==> config.mk <==
export PLATFORM = sky130hd
export DESIGN_NAME = event_measure_timer_channel
export DESIGN_NICKNAME = d
export VERILOG_FILES = /design/src/hw/evt_timer_pkg.sv /design/src/hw/event_measure_timer_channel.sv /design/src/hw/pin_edge_detect.sv /design/src/hw/osc_prescaler.sv
export VERILOG_INCLUDE_DIRS = /design/src /design/src/hw
export SDC_FILE = /design/constraint.sdc
export NUM_CORES = 1
export LEC_CHECK = 0
export BUFFER_PORTS_ARGS = -buffer_cell sky130_fd_sc_hd__buf_2
export CAP_MARGIN = 20
export CELL_PAD_IN_SITES_DETAIL_PLACEMENT = 1
export CELL_PAD_IN_SITES_GLOBAL_PLACEMENT = 1
export CORE_UTILIZATION = 39
export CTS_BUF_LIST = sky130_fd_sc_hd__clkbuf_4 sky130_fd_sc_hd__clkbuf_8
export DETAILED_ROUTE_END_ITERATION = 10
export GPL_TIMING_DRIVEN = 0
export PLACE_DENSITY_LB_ADDON = 0.1
export SYNTH_ARGS = -nofsm -noshare
export SYNTH_HDL_FRONTEND = slang
export SYNTH_SLANG_ARGS = --single-unit
==> constraint.sdc <==
create_clock -name aclk -period 3.82 [get_ports aclk]
set_input_delay 0.191 -clock aclk [delete_from_list [all_inputs] [get_ports aclk]]
set_output_delay 0.191 -clock aclk [all_outputs]
set_load 0.1 [all_outputs]
==> src/hw/evt_timer_params.svh <==
`ifndef EVT_TIMER_PARAMS_SVH
`define EVT_TIMER_PARAMS_SVH

// Register bus geometry
`define ADDR_W          8
`define DATA_W          32
`define CNT_W           16

// Register byte offsets
`define OFF_MODE        8'h00
`define OFF_DATA        8'h04
`define OFF_START       8'h08
`define OFF_IRQ         8'h0c

// Mode register field positions
`define MODE_LSB        0
`define SEL_LSB         2
`define OVF_BIT         5
`define SRC_LSB         6

// Start and request register bit positions
`define START_BIT       0
`define IRQ_BIT         0

// Reset values
`define MODE_RST        2'h0
`define SEL_RST         2'h0
`define SRC_RST         2'h0
`define OVF_RST         1'b1
`define CNT_RST         16'h0000
`define CNT_ALL_ONES    16'hffff

// Prescaler: low counter bits all ones give divide by 2, 16, 64, 512
`define PRESC_W         9
`define DIV2_BITS       1
`define DIV16_BITS      4
`define DIV64_BITS      6
`define DIV512_BITS     9

// AXI responses
`define RESP_OKAY       2'h0
`define RESP_SLVERR     2'h2

`endif

==> src/hw/evt_timer_pkg.sv <==
package evt_timer_pkg;

   // Operating mode field codes
   typedef enum logic [1:0] {
      MODE_TIMER   = 2'h0,
      MODE_EVENT   = 2'h1,
      MODE_MEASURE = 2'h2,
      MODE_RSVD    = 2'h3
   } mode_t;

   // Edge or interval selection codes
   typedef enum logic [1:0] {
      SEL_FALL = 2'h0,
      SEL_RISE = 2'h1,
      SEL_BOTH = 2'h2,
      SEL_NONE = 2'h3
   } edge_sel_t;

   // Register index after address decode
   typedef enum logic [2:0] {
      REG_MODE,
      REG_DATA,
      REG_START,
      REG_IRQ,
      REG_NONE
   } reg_idx_t;

endpackage

==> src/hw/event_measure_timer_channel.sv <==
`include "evt_timer_params.svh"
`timescale 1ns/1ps
`default_nettype none

// Overview of operation
// - Event mode edge field: 00 falling, 01 rising, 10 both pin edges.
// - Event mode decrements counter by one per detected effective pin edge.
// - Underflow reloads counter, sets request bit and overflow flag together.
// - Reload n gives one request per n+1 edges; counting continues alone.
// - Request bit stays set until accepted or cleared by software.
// - Down modes read the live counter; reload register is not readable in them.
// - Data write while counting goes to reload only, used at next underflow.
// - Mode code 10 selects pulse period or pulse width measurement.
// - Measurement counts the prescaled source only after start flag is one.
// - Measurement increments the counter by one per source pulse.
// - Effective edge copies counter to reload register, then clears counter.
// - Each capture raises a request, except the first edge after start.
// - Measurement mode reads return the captured reload register.
// - Interval field: 00 fall-fall, 01 rise-rise, 10 every level width.
// - Measurement wrap from all ones to zero raises request and overflow.
// - Capture and overflow share one request; overflow flag tells them apart.
// - Read at the reload instant in down modes returns all ones.
// - Read after data write while stopped, before first source pulse, returns written value.
// - Source field selects divide by 2, 16, 64, 512; ignored in event mode.
// - Overflow flag is one after reset, cleared by a mode register write unless an underflow or wrap sets it in that cycle.
module event_measure_timer_channel (
   input  wire logic               aclk,
   input  wire logic               aresetn,
   input  wire logic [`ADDR_W-1:0] s_axi_awaddr,
   input  wire logic               s_axi_awvalid,
   output logic                    s_axi_awready,
   input  wire logic [`DATA_W-1:0] s_axi_wdata,
   input  wire logic [3:0]         s_axi_wstrb,
   input  wire logic               s_axi_wvalid,
   output logic                    s_axi_wready,
   output logic [1:0]              s_axi_bresp,
   output logic                    s_axi_bvalid,
   input  wire logic               s_axi_bready,
   input  wire logic [`ADDR_W-1:0] s_axi_araddr,
   input  wire logic               s_axi_arvalid,
   output logic                    s_axi_arready,
   output logic [`DATA_W-1:0]      s_axi_rdata,
   output logic [1:0]              s_axi_rresp,
   output logic                    s_axi_rvalid,
   input  wire logic               s_axi_rready,
   input  wire logic               event_measure_input_pin,
   input  wire logic               irq_accept,
   output logic                    irq_request
);

   // Bus slave state
   logic                 awready_ff;
   logic                 wready_ff;
   logic                 bvalid_ff;
   logic [1:0]           bresp_ff;
   logic                 arready_ff;
   logic                 rvalid_ff;
   logic [1:0]           rresp_ff;
   logic [`DATA_W-1:0]   rdata_ff;
   logic                 aw_hold_ff;
   logic                 w_hold_ff;
   logic [`ADDR_W-1:0]   waddr_ff;
   logic [`DATA_W-1:0]   wdata_ff;
   logic [3:0]           wstrb_ff;
   logic                 nxt_aw_hold;
   logic                 nxt_w_hold;
   logic                 nxt_rvalid;
   logic                 aw_hs;
   logic                 w_hs;
   logic                 ar_hs;
   logic                 wr_go;
   evt_timer_pkg::reg_idx_t wr_idx;
   evt_timer_pkg::reg_idx_t rd_idx;

   // Timer state
   evt_timer_pkg::mode_t     mode_ff;
   evt_timer_pkg::edge_sel_t sel_ff;
   logic [1:0]           src_ff;
   logic                 ovf_ff;
   logic                 start_ff;
   logic                 first_edge_ff;
   logic                 irq_ff;
   logic [`CNT_W-1:0]    counter_ff;
   logic [`CNT_W-1:0]    reload_ff;

   // Datapath terms
   logic [3:0]           presc_en;
   logic                 pin_rise;
   logic                 pin_fall;
   logic                 eff_edge;
   logic                 src_tick;
   logic                 count_tick;
   logic                 down_mode;
   logic                 measure_mode;
   logic                 dn_reload;
   logic                 up_wrap;
   logic                 capture;
   logic                 wr_mode;
   logic                 wr_data;
   logic                 wr_start;
   logic                 wr_irq;
   logic [`CNT_W-1:0]    wr_value;
   logic [`CNT_W-1:0]    data_view;

   // Address decode for writes and reads
   function automatic evt_timer_pkg::reg_idx_t decode(input logic [`ADDR_W-1:0] addr);
      unique case (addr)
         `OFF_MODE:  decode = evt_timer_pkg::REG_MODE;
         `OFF_DATA:  decode = evt_timer_pkg::REG_DATA;
         `OFF_START: decode = evt_timer_pkg::REG_START;
         `OFF_IRQ:   decode = evt_timer_pkg::REG_IRQ;
         default:    decode = evt_timer_pkg::REG_NONE;
      endcase
   endfunction

   // Effective edge; same codes in both modes
   function automatic logic pick_edge(input evt_timer_pkg::edge_sel_t sel,
                                      input logic rise, input logic fall);
      unique case (sel)
         evt_timer_pkg::SEL_FALL: pick_edge = fall;
         evt_timer_pkg::SEL_RISE: pick_edge = rise;
         evt_timer_pkg::SEL_BOTH: pick_edge = rise | fall;
         default:                 pick_edge = 1'b0;
      endcase
   endfunction

   pin_edge_detect u_pin (
      .aclk    (aclk),
      .aresetn (aresetn),
      .pin_in  (event_measure_input_pin),
      .rise    (pin_rise),
      .fall    (pin_fall)
   );

   osc_prescaler u_presc (
      .aclk    (aclk),
      .aresetn (aresetn),
      .tick_en (presc_en)
   );

   // Handshakes; a write runs once address and data are held
   assign aw_hs       = s_axi_awvalid & awready_ff;
   assign w_hs        = s_axi_wvalid & wready_ff;
   assign ar_hs       = s_axi_arvalid & arready_ff;
   assign wr_go       = aw_hold_ff & w_hold_ff & ~bvalid_ff;
   assign nxt_aw_hold = (aw_hold_ff | aw_hs) & ~wr_go;
   assign nxt_w_hold  = (w_hold_ff | w_hs) & ~wr_go;
   assign nxt_rvalid  = (rvalid_ff & ~s_axi_rready) | ar_hs;
   assign wr_idx      = decode(waddr_ff);
   assign rd_idx      = decode(s_axi_araddr);

   // Write address and data capture, in either order
   always_ff @(posedge aclk) begin
      if (!aresetn) begin
         aw_hold_ff <= 1'b0;
         w_hold_ff  <= 1'b0;
         awready_ff <= 1'b1;
         wready_ff  <= 1'b1;
         waddr_ff   <= '0;
         wdata_ff   <= '0;
         wstrb_ff   <= '0;
      end else begin
         aw_hold_ff <= nxt_aw_hold;
         w_hold_ff  <= nxt_w_hold;
         awready_ff <= ~nxt_aw_hold;
         wready_ff  <= ~nxt_w_hold;
         if (aw_hs) begin
            waddr_ff <= s_axi_awaddr;
         end
         if (w_hs) begin
            wdata_ff <= s_axi_wdata;
            wstrb_ff <= s_axi_wstrb;
         end
      end
   end

   // Write response; unmapped offsets answer SLVERR
   always_ff @(posedge aclk) begin
      if (!aresetn) begin
         bvalid_ff <= 1'b0;
         bresp_ff  <= `RESP_OKAY;
      end else if (wr_go) begin
         bvalid_ff <= 1'b1;
         bresp_ff  <= (wr_idx == evt_timer_pkg::REG_NONE) ? `RESP_SLVERR : `RESP_OKAY;
      end else if (s_axi_bready) begin
         bvalid_ff <= 1'b0;
      end
   end

   // Write strobes per byte lane
   assign wr_mode  = wr_go & (wr_idx == evt_timer_pkg::REG_MODE) & wstrb_ff[0];
   assign wr_data  = wr_go & (wr_idx == evt_timer_pkg::REG_DATA) & (|wstrb_ff[1:0]);
   assign wr_start = wr_go & (wr_idx == evt_timer_pkg::REG_START) & wstrb_ff[0];
   assign wr_irq   = wr_go & (wr_idx == evt_timer_pkg::REG_IRQ) & wstrb_ff[0];
   assign wr_value = {wstrb_ff[1] ? wdata_ff[15:8] : reload_ff[15:8],
                      wstrb_ff[0] ? wdata_ff[7:0]  : reload_ff[7:0]};

   // Mode, selection and source fields
   always_ff @(posedge aclk) begin
      if (!aresetn) begin
         mode_ff <= evt_timer_pkg::mode_t'(`MODE_RST);
         sel_ff  <= evt_timer_pkg::edge_sel_t'(`SEL_RST);
         src_ff  <= `SRC_RST;
      end else if (wr_mode) begin
         mode_ff <= evt_timer_pkg::mode_t'(wdata_ff[`MODE_LSB+1:`MODE_LSB]);
         sel_ff  <= evt_timer_pkg::edge_sel_t'(wdata_ff[`SEL_LSB+1:`SEL_LSB]);
         src_ff  <= wdata_ff[`SRC_LSB+1:`SRC_LSB];
      end
   end

   // Count start flag
   always_ff @(posedge aclk) begin
      if (!aresetn) begin
         start_ff <= 1'b0;
      end else if (wr_start) begin
         start_ff <= wdata_ff[`START_BIT];
      end
   end

   assign measure_mode = (mode_ff == evt_timer_pkg::MODE_MEASURE);
   assign down_mode    = (mode_ff == evt_timer_pkg::MODE_TIMER) |
                         (mode_ff == evt_timer_pkg::MODE_EVENT);

   // Effective edge from the two-bit field
   assign eff_edge = pick_edge(sel_ff, pin_rise, pin_fall);

   // Prescaled source, not used in event mode
   assign src_tick = presc_en[src_ff];

   // Count pulse per mode, gated by the start flag
   always_comb begin
      count_tick = 1'b0;
      if (start_ff) begin
         unique case (mode_ff)
            evt_timer_pkg::MODE_EVENT:   count_tick = eff_edge;
            evt_timer_pkg::MODE_TIMER:   count_tick = src_tick;
            evt_timer_pkg::MODE_MEASURE: count_tick = src_tick;
            default:                     count_tick = 1'b0;
         endcase
      end
   end

   // Underflow event in the down-counting modes
   assign dn_reload = count_tick & down_mode & (counter_ff == `CNT_RST);

   // Capture on the effective edge; it outranks a same-cycle wrap
   assign capture = start_ff & measure_mode & eff_edge;

   // Wrap from all ones to zero while measuring
   assign up_wrap = count_tick & measure_mode & (counter_ff == `CNT_ALL_ONES) & ~capture;

   // Counter: preload, capture, reload or count
   always_ff @(posedge aclk) begin
      if (!aresetn) begin
         counter_ff <= `CNT_RST;
      end else if (wr_data && !start_ff) begin
         // Preload while stopped so reads see the value
         counter_ff <= wr_value;
      end else if (capture) begin
         counter_ff <= `CNT_RST;
      end else if (dn_reload) begin
         counter_ff <= reload_ff;
      end else if (count_tick && down_mode) begin
         counter_ff <= counter_ff - 1'b1;
      end else if (count_tick && measure_mode) begin
         counter_ff <= counter_ff + 1'b1;
      end
   end

   // Reload register: software ratio or captured interval
   always_ff @(posedge aclk) begin
      if (!aresetn) begin
         reload_ff <= `CNT_RST;
      end else if (capture) begin
         reload_ff <= counter_ff;
      end else if (wr_data) begin
         reload_ff <= wr_value;
      end
   end

   // First edge after start arms only
   always_ff @(posedge aclk) begin
      if (!aresetn) begin
         first_edge_ff <= 1'b1;
      end else if (wr_start && wdata_ff[`START_BIT] && !start_ff) begin
         first_edge_ff <= 1'b1;
      end else if (capture) begin
         first_edge_ff <= 1'b0;
      end
   end

   // Overflow flag: set wins over the clear from a mode write
   always_ff @(posedge aclk) begin
      if (!aresetn) begin
         ovf_ff <= `OVF_RST;
      end else if (dn_reload || up_wrap) begin
         ovf_ff <= 1'b1;
      end else if (wr_mode) begin
         ovf_ff <= 1'b0;
      end
   end

   // One shared request; hardware set beats any clear
   always_ff @(posedge aclk) begin
      if (!aresetn) begin
         irq_ff <= 1'b0;
      end else if (dn_reload || up_wrap || (capture && !first_edge_ff)) begin
         irq_ff <= 1'b1;
      end else if (wr_irq) begin
         irq_ff <= wdata_ff[`IRQ_BIT];
      end else if (irq_accept) begin
         irq_ff <= 1'b0;
      end
   end

   // Data view: live count, captured value, or all ones
   always_comb begin
      if (measure_mode) begin
         data_view = reload_ff;
      end else if (dn_reload) begin
         data_view = `CNT_ALL_ONES;
      end else begin
         data_view = counter_ff;
      end
   end

   // Read channel; data sampled at the address handshake
   always_ff @(posedge aclk) begin
      if (!aresetn) begin
         rvalid_ff  <= 1'b0;
         arready_ff <= 1'b1;
         rdata_ff   <= '0;
         rresp_ff   <= `RESP_OKAY;
      end else begin
         rvalid_ff  <= nxt_rvalid;
         arready_ff <= ~nxt_rvalid;
         if (ar_hs) begin
            rdata_ff <= '0;
            rresp_ff <= `RESP_OKAY;
            unique case (rd_idx)
               evt_timer_pkg::REG_MODE: begin
                  rdata_ff[`MODE_LSB+1:`MODE_LSB] <= mode_ff;
                  rdata_ff[`SEL_LSB+1:`SEL_LSB]   <= sel_ff;
                  rdata_ff[`OVF_BIT]              <= ovf_ff;
                  rdata_ff[`SRC_LSB+1:`SRC_LSB]   <= src_ff;
               end
               evt_timer_pkg::REG_DATA: begin
                  rdata_ff[`CNT_W-1:0] <= data_view;
               end
               evt_timer_pkg::REG_START: begin
                  rdata_ff[`START_BIT] <= start_ff;
               end
               evt_timer_pkg::REG_IRQ: begin
                  rdata_ff[`IRQ_BIT] <= irq_ff;
               end
               default: begin
                  rresp_ff <= `RESP_SLVERR;
               end
            endcase
         end
      end
   end

   // Outputs straight from flops
   assign s_axi_awready = awready_ff;
   assign s_axi_wready  = wready_ff;
   assign s_axi_bvalid  = bvalid_ff;
   assign s_axi_bresp   = bresp_ff;
   assign s_axi_arready = arready_ff;
   assign s_axi_rvalid  = rvalid_ff;
   assign s_axi_rresp   = rresp_ff;
   assign s_axi_rdata   = rdata_ff;
   assign irq_request   = irq_ff;

endmodule

`default_nettype wire

==> src/hw/pin_edge_detect.sv <==
`timescale 1ns/1ps
`default_nettype none

module pin_edge_detect (
   input  wire logic aclk,
   input  wire logic aresetn,
   input  wire logic pin_in,
   output logic      rise,
   output logic      fall
);

   logic sync1_ff;
   logic sync2_ff;
   logic prev_ff;

   // Two-stage synchroniser plus a compare stage
   always_ff @(posedge aclk) begin
      if (!aresetn) begin
         sync1_ff <= 1'b0;
         sync2_ff <= 1'b0;
         prev_ff  <= 1'b0;
      end else begin
         sync1_ff <= pin_in;
         sync2_ff <= sync1_ff;
         prev_ff  <= sync2_ff;
      end
   end

   // Only the settled stages feed edge logic
   assign rise = sync2_ff & ~prev_ff;
   assign fall = ~sync2_ff & prev_ff;

endmodule

`default_nettype wire

==> src/hw/osc_prescaler.sv <==
`include "evt_timer_params.svh"
`timescale 1ns/1ps
`default_nettype none

module osc_prescaler (
   input  wire logic       aclk,
   input  wire logic       aresetn,
   output logic      [3:0] tick_en
);

   localparam int unsigned TAP_BITS [4] = '{`DIV2_BITS, `DIV16_BITS,
                                           `DIV64_BITS, `DIV512_BITS};

   logic [`PRESC_W-1:0] cnt_ff;

   // Free-running divider for all four rates
   always_ff @(posedge aclk) begin
      if (!aresetn) begin
         cnt_ff <= '0;
      end else begin
         cnt_ff <= cnt_ff + 1'b1;
      end
   end

   // One-cycle enable when the low bits wrap
   genvar i;
   for (i = 0; i < 4; i++) begin : g_tap
      assign tick_en[i] = &cnt_ff[TAP_BITS[i]-1:0];
   end

endmodule

`default_nettype wire

==> results of run 1 <==
==> timing repair <==
action                     in CTS  in global routing
setup buffers                  13                  7
setup endpoints to repair      13                 14
gates resized for setup        19                 30
hold buffers                    0                  0
pin swaps                       5                 16
==> flip-flops by register name, summed over array words and instances (netlist names), 2 cells and up <==
| name | count |
|---|---|
| src_ff | 2 |
| waddr_ff | 8 |
| mode_ff | 2 |
| reload_ff | 16 |
| counter_ff | 16 |
| sel_ff | 2 |
| wdata_ff | 16 |
| wstrb_ff | 2 |
| u_presc.cnt_ff | 9 |
| s_axi_rdata | 16 |
==> final cells by class <==
| class | count | area, um2 | area share |
|---|---|---|---|
| buffer | 54 | 292 | 0.0417 |
| clock buffer | 10 | 138 | 0.0197 |
| clock inverter | 6 | 50.0 | 0.00716 |
| inverter | 20 | 78.8 | 0.0113 |
| multi-input combinational | 531 | 3600 | 0.516 |
| sequential | 105 | 2120 | 0.303 |
| tap | 184 | 230 | 0.0329 |
| timing repair buffer | 85 | 479 | 0.0686 |
==> kinds of logic after synthesis <==
kind of cell             Yosys count
buffers and inverters             74
multiplexers                      27
AND/OR/NAND/NOR                  272
other                              1
flip-flops                       105
adder cells (fa/ha/maj)           19
XOR/XNOR                          16
AO/OA/AOI/OAI                    179
==> path summary, 6_finish.rpt <==
| check | start | end | slack [ns] | cells after the start |
|---|---|---|---|---|
| worst max-delay path | u_presc.cnt_ff[2]$_SDFF_PN0_ | counter_ff[15]$_SDFFE_PN0P_ | 0.10 | 18 |
| worst min-delay path | event_measure_input_pin | u_pin.sync1_ff$_SDFF_PN0_ | 0.01 | 2 |
| worst max register to register | u_presc.cnt_ff[2]$_SDFF_PN0_ | counter_ff[15]$_SDFFE_PN0P_ | 0.10 | 18 |
| worst min register to register | u_pin.sync1_ff$_SDFF_PN0_ | u_pin.sync2_ff$_SDFF_PN0_ | 0.47 | 1 |
==> cell usage in the layout (no fill, tap or decap), types with 5 or more instances in the layout <==
| cell type | count |
|---|---|
| o211a_1 | 17 |
| nand2b_1 | 9 |
| inv_1 | 19 |
| buf_4 | 39 |
| ha_4 | 9 |
| dfxtp_1 | 99 |
| a22oi_1 | 6 |
| o21ai_0 | 27 |
| nand3_1 | 25 |
| nor4_1 | 5 |
| nand2_1 | 121 |
| nand4_1 | 6 |
| a31oi_1 | 6 |
| o211ai_1 | 12 |
| mux2i_1 | 24 |
| conb_1 | 18 |
| ha_1 | 9 |
| and2_1 | 16 |
| a21oi_1 | 12 |
| xor2_1 | 7 |
| a21boi_0 | 43 |
| nor3_1 | 12 |
| clkbuf_8 | 10 |
| nor2b_1 | 15 |
| buf_2 | 70 |
| nor2_1 | 33 |
| clkbuf_1 | 24 |
| o221ai_1 | 18 |
| xnor2_1 | 9 |
==> routing by layer <==
| metal | track usage | vias up | share of wire |
|---|---|---|---|
| met5 | 0 | - | 0 |
| met4 | 0.0960 | 0 | 0.025 |
| met3 | 0.0453 | 32 | 0.035 |
| met2 | 0.463 | 119 | 0.50 |
| met1 | 0.316 | 2726 | 0.44 |
| li1 | - | 2657 | - |
==> power by group through the flow <==
stage / Clock (mW) / Combinational, mW / Sequential (mW)
detailed placement: 0 / 0.285 / 1.18
global placement: 0 / 0.281 / 1.18
global route: 0.740 / 0.320 / 1.16
floorplan: 0 / 0.182 / 1.21
finish: 0.688 / 0.298 / 1.15
CTS: 0.698 / 0.295 / 1.15
==> worst reg2reg max path: stages (launching register included) <==
cell	delay (ns)
dfxtp_4	0.37
and4_4	0.25
nand2_4	0.06
nor2_4	0.10
ha_4	0.13
nand2_1	0.05
o211ai_1	0.18
nand3_2	0.14
a21o_4	0.24
clkinvlp_4	0.18
ha_4	0.25
a21oi_2	0.14
o211ai_1	0.12
a41o_1	0.29
a2111oi_4	0.44
o41ai_2	0.16
xnor2_1	0.22
mux2i_1	0.23
o22ai_1	0.11
==> through the flow <==
stage               setup TNS, ns   util
finish                          0  0.481
global route               -0.327  0.481
CTS                             0  0.466
detailed placement          -6.55  0.442
global placement            -5.27  0.442
floorplan                       0      -
==> results.txt, run 1 <==
----------------------------------------------------
[Run status]
  Status ... complete, no violations

[Yosys]
  Number of enable flip-flop cells after synthesis ... 0
  Compound-Gate Fraction of Synth Area ... 0.231
  Unique cell type count in the Yosys netlist ... 68
  Post-Syn Area per Cell ... 8.37 um2
  Synth warn ... 0
  Most frequent cell after synthesis ... nand2_1
  Flip-flop and latch count after synthesis ... 105
  Synthesized cell area ... 5800 um2
  Most instantiated flip-flop cell in the synthesis netlist ... dfxtp_1
  Largest family of logic cells by synthesized area ... compound AO/OA/AOI/OAI gates
  Post-Syn Instances ... 693
  Biggest area consumer among synthesized cells ... dfxtp_1
  Ranking of synthesized cells by instance count ... nand2_1 (123), dfxtp_1 (105), a21boi_0 (44), nor2_1 (34), o21ai_0 (28)
  Seq/Total Area, Yosys ... 0.362
  Synth top area cells ... dfxtp_1 (36%), nand2_1 (8.0%), a21boi_0 (5.7%)
  Simple logic cell fraction of the synthesized area ... 0.229
  Adder-cell area share of the yosys netlist ... 0.0423
  Async S/R FF share, synth ... 0
  Area share of the largest cell type after synthesis ... 0.362
  Multiplexer share of the synthesized area ... 0.0472
  XOR/XNOR share of the synthesized area ... 0.0242

[Layout]
  Total of fill cells in the finished design ... 1792
  Final instance area ... 6990 um2
  Count of placed standard cells in the final layout, fillers left out ... 995
  Proportion of layout cells with a drive suffix above 1 ... 0.222
  Diodes inserted ... 0
  # nets final ... 886
  Synth-to-Final Area Change ... 20.5%

[CTS]
  CTS buffer count ... 9
  Number of buffers on the longest clock path ... 2
  Maximum level of the CTS H-tree ... 3
  Root Buffer Master ... clkbuf_8
  Clock sink total ... 105
  Clock transition at the registers of the reported paths ... 0.12 ns
  Clock tree from TritonCTS ... built
  Insertion delay of the later-clocked pin in the worst-skew pair ... 0.40 ns

[Critical path]
  Critical Path Fanout Max ... 6
  CP top delay family ... compound AO/OA/AOI/OAI gates
  Cell-by-cell listing of the critical path ... and4_4 -> nand2_4 -> nor2_4 -> ha_4 -> nand2_1 -> o211ai_1 -> nand3_2 -> a21o_4 -> clkinvlp_4 -> ha_4 -> a21oi_2 -> o211ai_1 -> a41o_1 -> a2111oi_4 -> o41ai_2 -> xnor2_1 -> mux2i_1 -> o22ai_1
  Launching element type of the critical path ... flop
  WP buf/inv ... 1
  Kind of capture point of the worst setup path ... flop
  Path type of the worst setup path ... flop to flop
  Worst endpoint required time ... 4.12 ns
  Crit path largest cell delay ... 0.44 ns
  Data arrival at the endpoint of the critical path ... 4.01 ns
  Slowest stage cell on the critical path ... a2111oi_4

[Timing]
  Clock period minus final worst setup slack ... 3.72 ns
  Final worst-path setup slack ... 0.101 ns
  Slew Viols, Final ... 0
  Worst slew slack as a fraction of its limit ... 0.441
  Final hold slack ... 0.0106 ns
  Max Clk Rate ... 269 MHz
  Number of hold violations in the final report ... 0
  RSZ-0062 raised after global routing ... true
  Worst-Margin Slew ... 0.834 ns
  Setup-failing EPs final ... 0
  Fin crit share ... 0.973
  Final clock skew ... 0.0173 ns

[Placement]
  Setup slack after placement ... -0.814 ns
  HPWL Detailed ... 14.4 mm
  Cell area reported after detailed placement ... 6420 um2
  Number of I/O port buffers ... 65
  Final weighted congestion in routability-driven placement ... 0.858
  Placed cell count ... 959

[Die]
  Die Ht ... 124 um
  Area enclosed by the die boundary ... 15400 um2
  Number of top-level pins ... 103
  Core footprint ... 14500 um2
  Initial core utilization ... 0.399
  Placement Rows ... 44
  Width of the die ... 124 um

[Routing]
  Average vias per placed instance ... 5.56
  DRC Markers ... 0
  Number of DRC markers after the initial detailed-route iteration ... 289
  Final routed wire length divided by cell count ... 19.2 um
  Total via count after detailed routing ... 5534
  Final Routed Wirelength ... 19.1 mm
  Drt first pass iters ... 5
  Residual antenna-violating net count after detailed routing ... 0

[Power and ir drop]
  Internal Power ... 1.47 mW
  Static leakage ... 2.84 nW
  Sum of internal, switching and leakage power ... 2.14 mW
  Power density over the cells ... 306 nW/um2
  Relative contribution of the clock network to total power ... 0.322
  Worst IR drop on VDD ... 240 uV
  Switching Fraction ... 0.311
  Combinational cell fraction of total power ... 0.140
  Switching Power ... 665 uW
  Sequential group share of total power ... 0.539

[Run]
  Maximum capacitance violations ... 0

[GRT]
  Wire length of the first global-routing pass ... 30.1 mm
  Maximum number of pins on one net before global-route repair ... 19
  Global router's overall resource usage ... 0.262
  Grt total ovfl ... 0
  Via count of the first global-routing pass ... 5767
  Antenna violations before repair ... 0

[Min path]
  Class of the tightest hold or removal check ... primary input to flop

----------------------------------------------------
(Power assumes the default switching activity.)
==> run 2, diff against run 1 <==
--- a/config.mk
+++ b/config.mk
@@ -10,7 +10,7 @@
 export CAP_MARGIN = 20
 export CELL_PAD_IN_SITES_DETAIL_PLACEMENT = 1
 export CELL_PAD_IN_SITES_GLOBAL_PLACEMENT = 1
-export CORE_UTILIZATION = 39
+export CORE_UTILIZATION = 43
 export CTS_BUF_LIST = sky130_fd_sc_hd__clkbuf_4 sky130_fd_sc_hd__clkbuf_8
 export DETAILED_ROUTE_END_ITERATION = 10
 export GPL_TIMING_DRIVEN = 0
==> constraint.sdc (replaced) <==
create_clock -name aclk -period 4 [get_ports aclk]
set_input_delay 0.2 -clock aclk [delete_from_list [all_inputs] [get_ports aclk]]
set_output_delay 0.2 -clock aclk [all_outputs]
set_load 0.1 [all_outputs]
==> run 2 against run 1 <==
  * Power down 4.8%
  * Die area down 9.2%
  * Global-route usage up 0.75 points
  * Hold slack about the same
  * Setup slack better by 0.090 ns
  * Combinational power down 7.7%
  * Largest cell class unchanged
  * Non-clock buffer count down 9
  * Critical path depth up 1
  * Clock power down 3.9%
  * Utilization up 3.9 points
  * Sequential share of layout area up 0.54 points
==> results.txt, run 2 (synthesized netlist as in run 1, its figures left out) <==
----------------------------------------------------
[Min path]
  Worst Hold Path EP ... u_pin.sync1_ff$_SDFF_PN0_
  Hold Path Depth ... 2
  Hold path start ... event_measure_input_pin
  Class of the tightest hold or removal check ... primary input to flop

[CTS]
  Post-cts hold buffer count ... 0
  Root Buffer Master ... clkbuf_8
  Clock transition at the registers of the reported paths ... 0.11 ns
  Clock tree from TritonCTS ... built
  Maximum level of the CTS H-tree ... 3
  Clock sink total ... 105
  Number of buffers on the longest clock path ... 2
  Insertion delay of the later-clocked pin in the worst-skew pair ... 0.40 ns
  CTS buffer count ... 9

[GRT]
  Global router's overall resource usage ... 0.269
  Via count of the first global-routing pass ... 5575
  Maximum number of pins on one net before global-route repair ... 20
  Grt total ovfl ... 0
  Antenna violations before repair ... 0
  Wire length of the first global-routing pass ... 29.3 mm

[Timing]
  Final worst-path setup slack ... 0.191 ns
  Worst slew slack as a fraction of its limit ... 0.459
  Clock period minus final worst setup slack ... 3.81 ns
  Number of hold violations in the final report ... 0
  Fin crit share ... 0.952
  Worst-Margin Slew ... 0.807 ns
  Slew Viols, Final ... 0
  Final clock skew ... 0.0117 ns
  Setup-failing EPs final ... 0
  Max Clk Rate ... 263 MHz

[Layout]
  Synth-to-Final Area Change ... 18.2%
  Leading cell type in the layout, fill and taps excluded ... nand2_1
  Commonest non-fill, non-tap cells in the layout ... nand2_1 (121), dfxtp_1 (100), buf_2 (70)
  Proportion of layout cells with a drive suffix above 1 ... 0.204
  Diodes inserted ... 0
  # nets final ... 877
  Final instance area ... 6850 um2

[Die]
  Initial core utilization ... 0.440
  Placement Rows ... 42
  Number of top-level pins ... 103
  Width of the die ... 118 um
  Die Ht ... 118 um
  Core footprint ... 13200 um2
  Area enclosed by the die boundary ... 14000 um2

[Critical path]
  Launching element type of the critical path ... flop
  Worst flop-to-flop path endpoint ... counter_ff[15]$_SDFFE_PN0P_
  Register-to-Register Setup Slack ... 0.19 ns
  Launching instance or port of the critical path ... u_presc.cnt_ff[2]$_SDFF_PN0_
  RR Startpoint ... u_presc.cnt_ff[2]$_SDFF_PN0_
  Critical Path Fanout Max ... 4
  Kind of capture point of the worst setup path ... flop
  Path type of the worst setup path ... flop to flop
  Worst endpoint required time ... 4.30 ns
  Worst Reg2Reg Path Length in Cells ... 19
  Data arrival at the endpoint of the critical path ... 4.10 ns

[Placement]
  Number of I/O port buffers ... 65
  Final weighted congestion in routability-driven placement ... 0.871
  Setup slack after placement ... -0.589 ns
  HPWL Detailed ... 14.2 mm
  Cell area reported after detailed placement ... 6410 um2

[Routing]
  Residual antenna-violating net count after detailed routing ... 0
  Routed length on met1 ... 8.35 mm
  Drt first pass iters ... 4
  Highest metal layer used by the detailed router ... met4
  Final routed wire length divided by cell count ... 18.9 um
  DRC Markers ... 0
  WL met3 ... 780 um
  Number of DRC markers after the initial detailed-route iteration ... 370
  Final Routed Wirelength ... 18.5 mm
  Average vias per placed instance ... 5.67
  Total via count after detailed routing ... 5547
  Length of routed met2 wiring ... 9.09 mm

[Power and ir drop]
  Worst IR drop on VDD ... 243 uV
  Static leakage ... 2.79 nW
  Sum of internal, switching and leakage power ... 2.04 mW
  Power density over the cells ... 297 nW/um2

[Run]
  Maximum capacitance violations ... 0

[Run status]
  Status ... complete, no violations

----------------------------------------------------
==> run 2: changes by cell type in the layout (fill, tap and decap cells not counted), sizes merged <==
| cell | previous run | this run |
|---|---|---|
| buf | 115 | 106 |
| inv | 22 | 23 |
| clkbuf | 34 | 33 |
==> run 2: where the power goes <==
part	internal (mW)	total (mW)	leakage (nW)	switching [mW]
Combinational	0.0754	0.275	1.84	0.200
Clock	0.240	0.661	0.0940	0.421
Sequential	1.07	1.10	0.856	0.0269
Total	1.39	2.04	2.79	0.648
==> run 2: routing by layer <==
layer  GRT usage  vias to the layer above
met5           0                        -
met4      0.0769                        0
met3      0.0430                       24
met2       0.474                      124
met1       0.338                     2749
li1            -                     2650
==> run 2: final cells by class <==
type,instances,area [um2]
plain buffers,54,292
clock buffers,9,124
clock inverters,7,61.3
fillers,1667,6340
inverters,20,78.8
multi-input cells,531,3540
flip-flops and latches,105,2110
well taps,176,220
repair buffers,76,420
==> run 2: how the worst max path moves through the flow <==
stage	end	slack [ns]	cells past startpoint
after global placement	counter_ff[15]$_SDFFE_PN0P_	-0.49	18
final	counter_ff[15]$_SDFFE_PN0P_	0.19	19
after floorplan	counter_ff[15]$_SDFFE_PN0P_	0.22	17
after detailed placement	counter_ff[15]$_SDFFE_PN0P_	-0.59	18
after global routing	counter_ff[15]$_SDFFE_PN0P_	-0.01	19
after CTS	counter_ff[15]$_SDFFE_PN0P_	0.04	19
==> run 2: per-stage QoR <==
| step | instances | hold WS [ns] | util | setup TNS [ns] |
|---|---|---|---|---|
| after detailed placement | 951 | 0.425 | 0.486 | -3.34 |
| final | 978 | 0.0101 | 0.520 | 0 |
| after floorplan | 710 | 0.327 | - | 0 |
| after CTS | 971 | 0.0100 | 0.504 | 0 |
| after global placement | 951 | 0.407 | 0.486 | -2.11 |
| after global routing | 978 | 0.0286 | 0.520 | -0.0135 |
==> run 2: worst max-delay path, cell delays in order (launching register included) <==
cell	delay, ns
dfxtp_4	0.38
and4_4	0.23
nand2_2	0.07
nor2_2	0.08
ha_2	0.16
nand2_1	0.05
o211ai_1	0.14
nand3_1	0.17
a21o_4	0.25
clkinvlp_4	0.09
buf_12	0.12
ha_1	0.25
nand2_1	0.11
o211ai_1	0.12
a41o_1	0.29
a2111oi_4	0.44
o41ai_2	0.15
xnor2_1	0.21
mux2i_1	0.27
o22ai_1	0.12
==> run 2: what timing repair did <==
item | 4_1_cts | 5_1_grt
pin swaps | 2 | 17
cloned | 0 | 0
hold endpoints to repair | 0 | 0
gates resized for setup | 8 | 26
setup endpoints to repair | 11 | 6
setup buffers | 4 | 7
==> run 3, diff against run 2 <==
--- a/config.mk
+++ b/config.mk
@@ -14,7 +14,7 @@
 export CTS_BUF_LIST = sky130_fd_sc_hd__clkbuf_4 sky130_fd_sc_hd__clkbuf_8
 export DETAILED_ROUTE_END_ITERATION = 10
 export GPL_TIMING_DRIVEN = 0
-export PLACE_DENSITY_LB_ADDON = 0.1
+export PLACE_DENSITY_LB_ADDON = 0.3
 export SYNTH_ARGS = -nofsm -noshare
 export SYNTH_HDL_FRONTEND = slang
 export SYNTH_SLANG_ARGS = --single-unit
==> run 3 against run 2 <==
  * Global-route usage grew 0.62 points
  * Setup slack lost 0.058 ns
  * Power shrank 0.89%
  * Routed wire length grew 2.4%
  * Critical path type unchanged
==> results.txt, run 3 (synthesized netlist as in run 1, its figures left out) <==
----------------------------------------------------
[Placement]
  Number of I/O port buffers ... 65
  Final weighted congestion in routability-driven placement ... 0.888
  HPWL Detailed ... 14.2 mm
  Cell area reported after detailed placement ... 6410 um2

[GRT]
  Antenna violations before repair ... 0
  Wire length of the first global-routing pass ... 30.2 mm
  Global router's overall resource usage ... 0.275
  Met1 track utilization from global routing ... 0.339
  Met3 usage ... 0.0425
  Maximum number of pins on one net before global-route repair ... 17
  Met2 track demand over resource ... 0.485
  Highest-utilization routing layer at the global route stage ... met2
  Grt total ovfl ... 0
  Via count of the first global-routing pass ... 5649

[Critical path]
  Register-to-Register Setup Slack ... 0.13 ns
  Critical Path End ... counter_ff[15]$_SDFFE_PN0P_
  Worst Reg2Reg Path Length in Cells ... 18
  Worst flop-to-flop path endpoint ... counter_ff[15]$_SDFFE_PN0P_
  Path type of the worst setup path ... flop to flop
  Critical Path Fanout Max ... 7
  Launching instance or port of the critical path ... u_presc.cnt_ff[2]$_SDFF_PN0_
  Kind of capture point of the worst setup path ... flop
  Launching element type of the critical path ... flop
  RR Startpoint ... u_presc.cnt_ff[2]$_SDFF_PN0_
  Data arrival at the endpoint of the critical path ... 4.14 ns
  Worst endpoint required time ... 4.27 ns

[Timing]
  Setup-failing EPs final ... 0
  RSZ-0062 raised after global routing ... true
  Fin crit share ... 0.967
  Number of hold violations in the final report ... 0
  Slew Viols, Final ... 0
  Worst slew slack as a fraction of its limit ... 0.518
  Clock period minus final worst setup slack ... 3.87 ns
  Max Clk Rate ... 259 MHz
  Final clock skew ... 0.00872 ns
  Worst-Margin Slew ... 0.719 ns

[Die]
  Die Ht ... 118 um
  Initial core utilization ... 0.440
  Width of the die ... 118 um
  Number of top-level pins ... 103
  Area enclosed by the die boundary ... 14000 um2
  Core footprint ... 13200 um2
  Placement Rows ... 42

[Power and ir drop]
  Sum of internal, switching and leakage power ... 2.02 mW
  Internal Power ... 1.42 mW
  Worst IR drop on VDD ... 245 uV
  Switching Fraction ... 0.298
  Static leakage ... 2.82 nW
  Power density over the cells ... 293 nW/um2
  Relative contribution of the clock network to total power ... 0.318
  Combinational cell fraction of total power ... 0.136
  Switching Power ... 601 uW
  Sequential group share of total power ... 0.545

[CTS]
  Clock transition at the registers of the reported paths ... 0.10 ns
  CTS buffer count ... 9
  Maximum level of the CTS H-tree ... 3
  Root Buffer Master ... clkbuf_8
  Post-cts hold buffer count ... 0
  Clock sink total ... 105
  Number of buffers on the longest clock path ... 2
  Insertion delay of the later-clocked pin in the worst-skew pair ... 0.38 ns
  Clock tree from TritonCTS ... built

[Routing]
  DRC Markers ... 0
  Total via count after detailed routing ... 5553
  Drt first pass iters ... 5
  Residual antenna-violating net count after detailed routing ... 0
  Number of DRC markers after the initial detailed-route iteration ... 325
  Final Routed Wirelength ... 18.9 mm
  Final routed wire length divided by cell count ... 19.3 um
  Average vias per placed instance ... 5.66

[Layout]
  Commonest non-fill, non-tap cells in the layout ... nand2_1 (121), dfxtp_1 (99), buf_2 (70)
  Post-layout utilization of the core ... 0.522
  Leading cell type in the layout, fill and taps excluded ... nand2_1
  Diodes inserted ... 0
  Final instance area ... 6890 um2
  Proportion of layout cells with a drive suffix above 1 ... 0.209
  Total of fill cells in the finished design ... 1642
  Synth-to-Final Area Change ... 18.8%
  # nets final ... 880

[Min path]
  Class of the tightest hold or removal check ... primary input to flop

[Run status]
  Status ... complete, no violations

[Run]
  Maximum capacitance violations ... 0

----------------------------------------------------
[run 3: power groups by stage]
stage | sequential, mW | combinational [mW] | clock, mW
6_report | 1.10 | 0.275 | 0.642
5_1_grt | 1.10 | 0.294 | 0.699
4_1_cts | 1.10 | 0.272 | 0.658
3_5_place_dp | 1.12 | 0.270 | 0
3_3_place_gp | 1.12 | 0.264 | 0
2_1_floorplan | 1.15 | 0.173 | 0
[run 3: per-layer routing]
layer | up-vias | wire length, um
met5 | - | 0
met4 | 0 | 505
met3 | 38 | 849
met2 | 162 | 9580
met1 | 2718 | 8010
li1 | 2635 | -
[run 3: timing repair]
action,4_1_cts,5_1_grt
endpoints found under the setup margin,11,6
pin swaps,3,19
buffers inserted,4,10
gates resized for setup,10,29
gates cloned,0,0
[run 3: layout make-up]
type | instances | area (um2) | area share
timing repair buffer | 79 | 430 | 0.0625
inverter | 20 | 78.8 | 0.0114
sequential | 105 | 2110 | 0.307
clock inverter | 3 | 25.0 | 0.00363
multi-input combinational | 531 | 3570 | 0.518
tap | 176 | 220 | 0.0320
clock buffer | 13 | 160 | 0.0232
buffer | 54 | 292 | 0.0423
[run 3: worst min path at each step]
stage,slack [ns],depth (start not counted),end,start
finish,0.04,2,u_pin.sync1_ff$_SDFF_PN0_,event_measure_input_pin
global route,0.05,3,wdata_ff[11]$_SDFFE_PN0P_,s_axi_wdata[11]
CTS,0.02,2,u_pin.sync1_ff$_SDFF_PN0_,event_measure_input_pin
detailed placement,0.43,2,u_pin.sync1_ff$_SDFF_PN0_,event_measure_input_pin
global placement,0.43,1,u_pin.sync2_ff$_SDFF_PN0_,u_pin.sync1_ff$_SDFF_PN0_
floorplan,0.33,1,u_pin.sync1_ff$_SDFF_PN0_,event_measure_input_pin
[run 3: worst max-delay path: stages (launching register included)]
cell        delay, ns
dfxtp_4          0.35
and4_4           0.24
nand2_4          0.06
nor2_4           0.10
ha_4             0.13
nand2_2          0.05
o211ai_1         0.15
nand3_2          0.16
a21o_4           0.27
clkinvlp_4       0.23
ha_4             0.27
a21oi_4          0.15
o211ai_1         0.11
a41o_1           0.28
a2111oi_4        0.44
o41ai_2          0.13
xnor2_1          0.20
mux2i_1          0.31
o22ai_1          0.11
[run 3: through the flow]
stage	setup TNS [ns]	std cells	setup WS, ns	hold slack, ns
CTS	0	971	0.0213	0.0250
global route	-0.254	981	-0.102	0.0530
detailed placement	-3.44	951	-0.599	0.434
floorplan	0	710	0.225	0.327
global placement	-1.67	951	-0.427	0.430
finish	0	981	0.133	0.0380
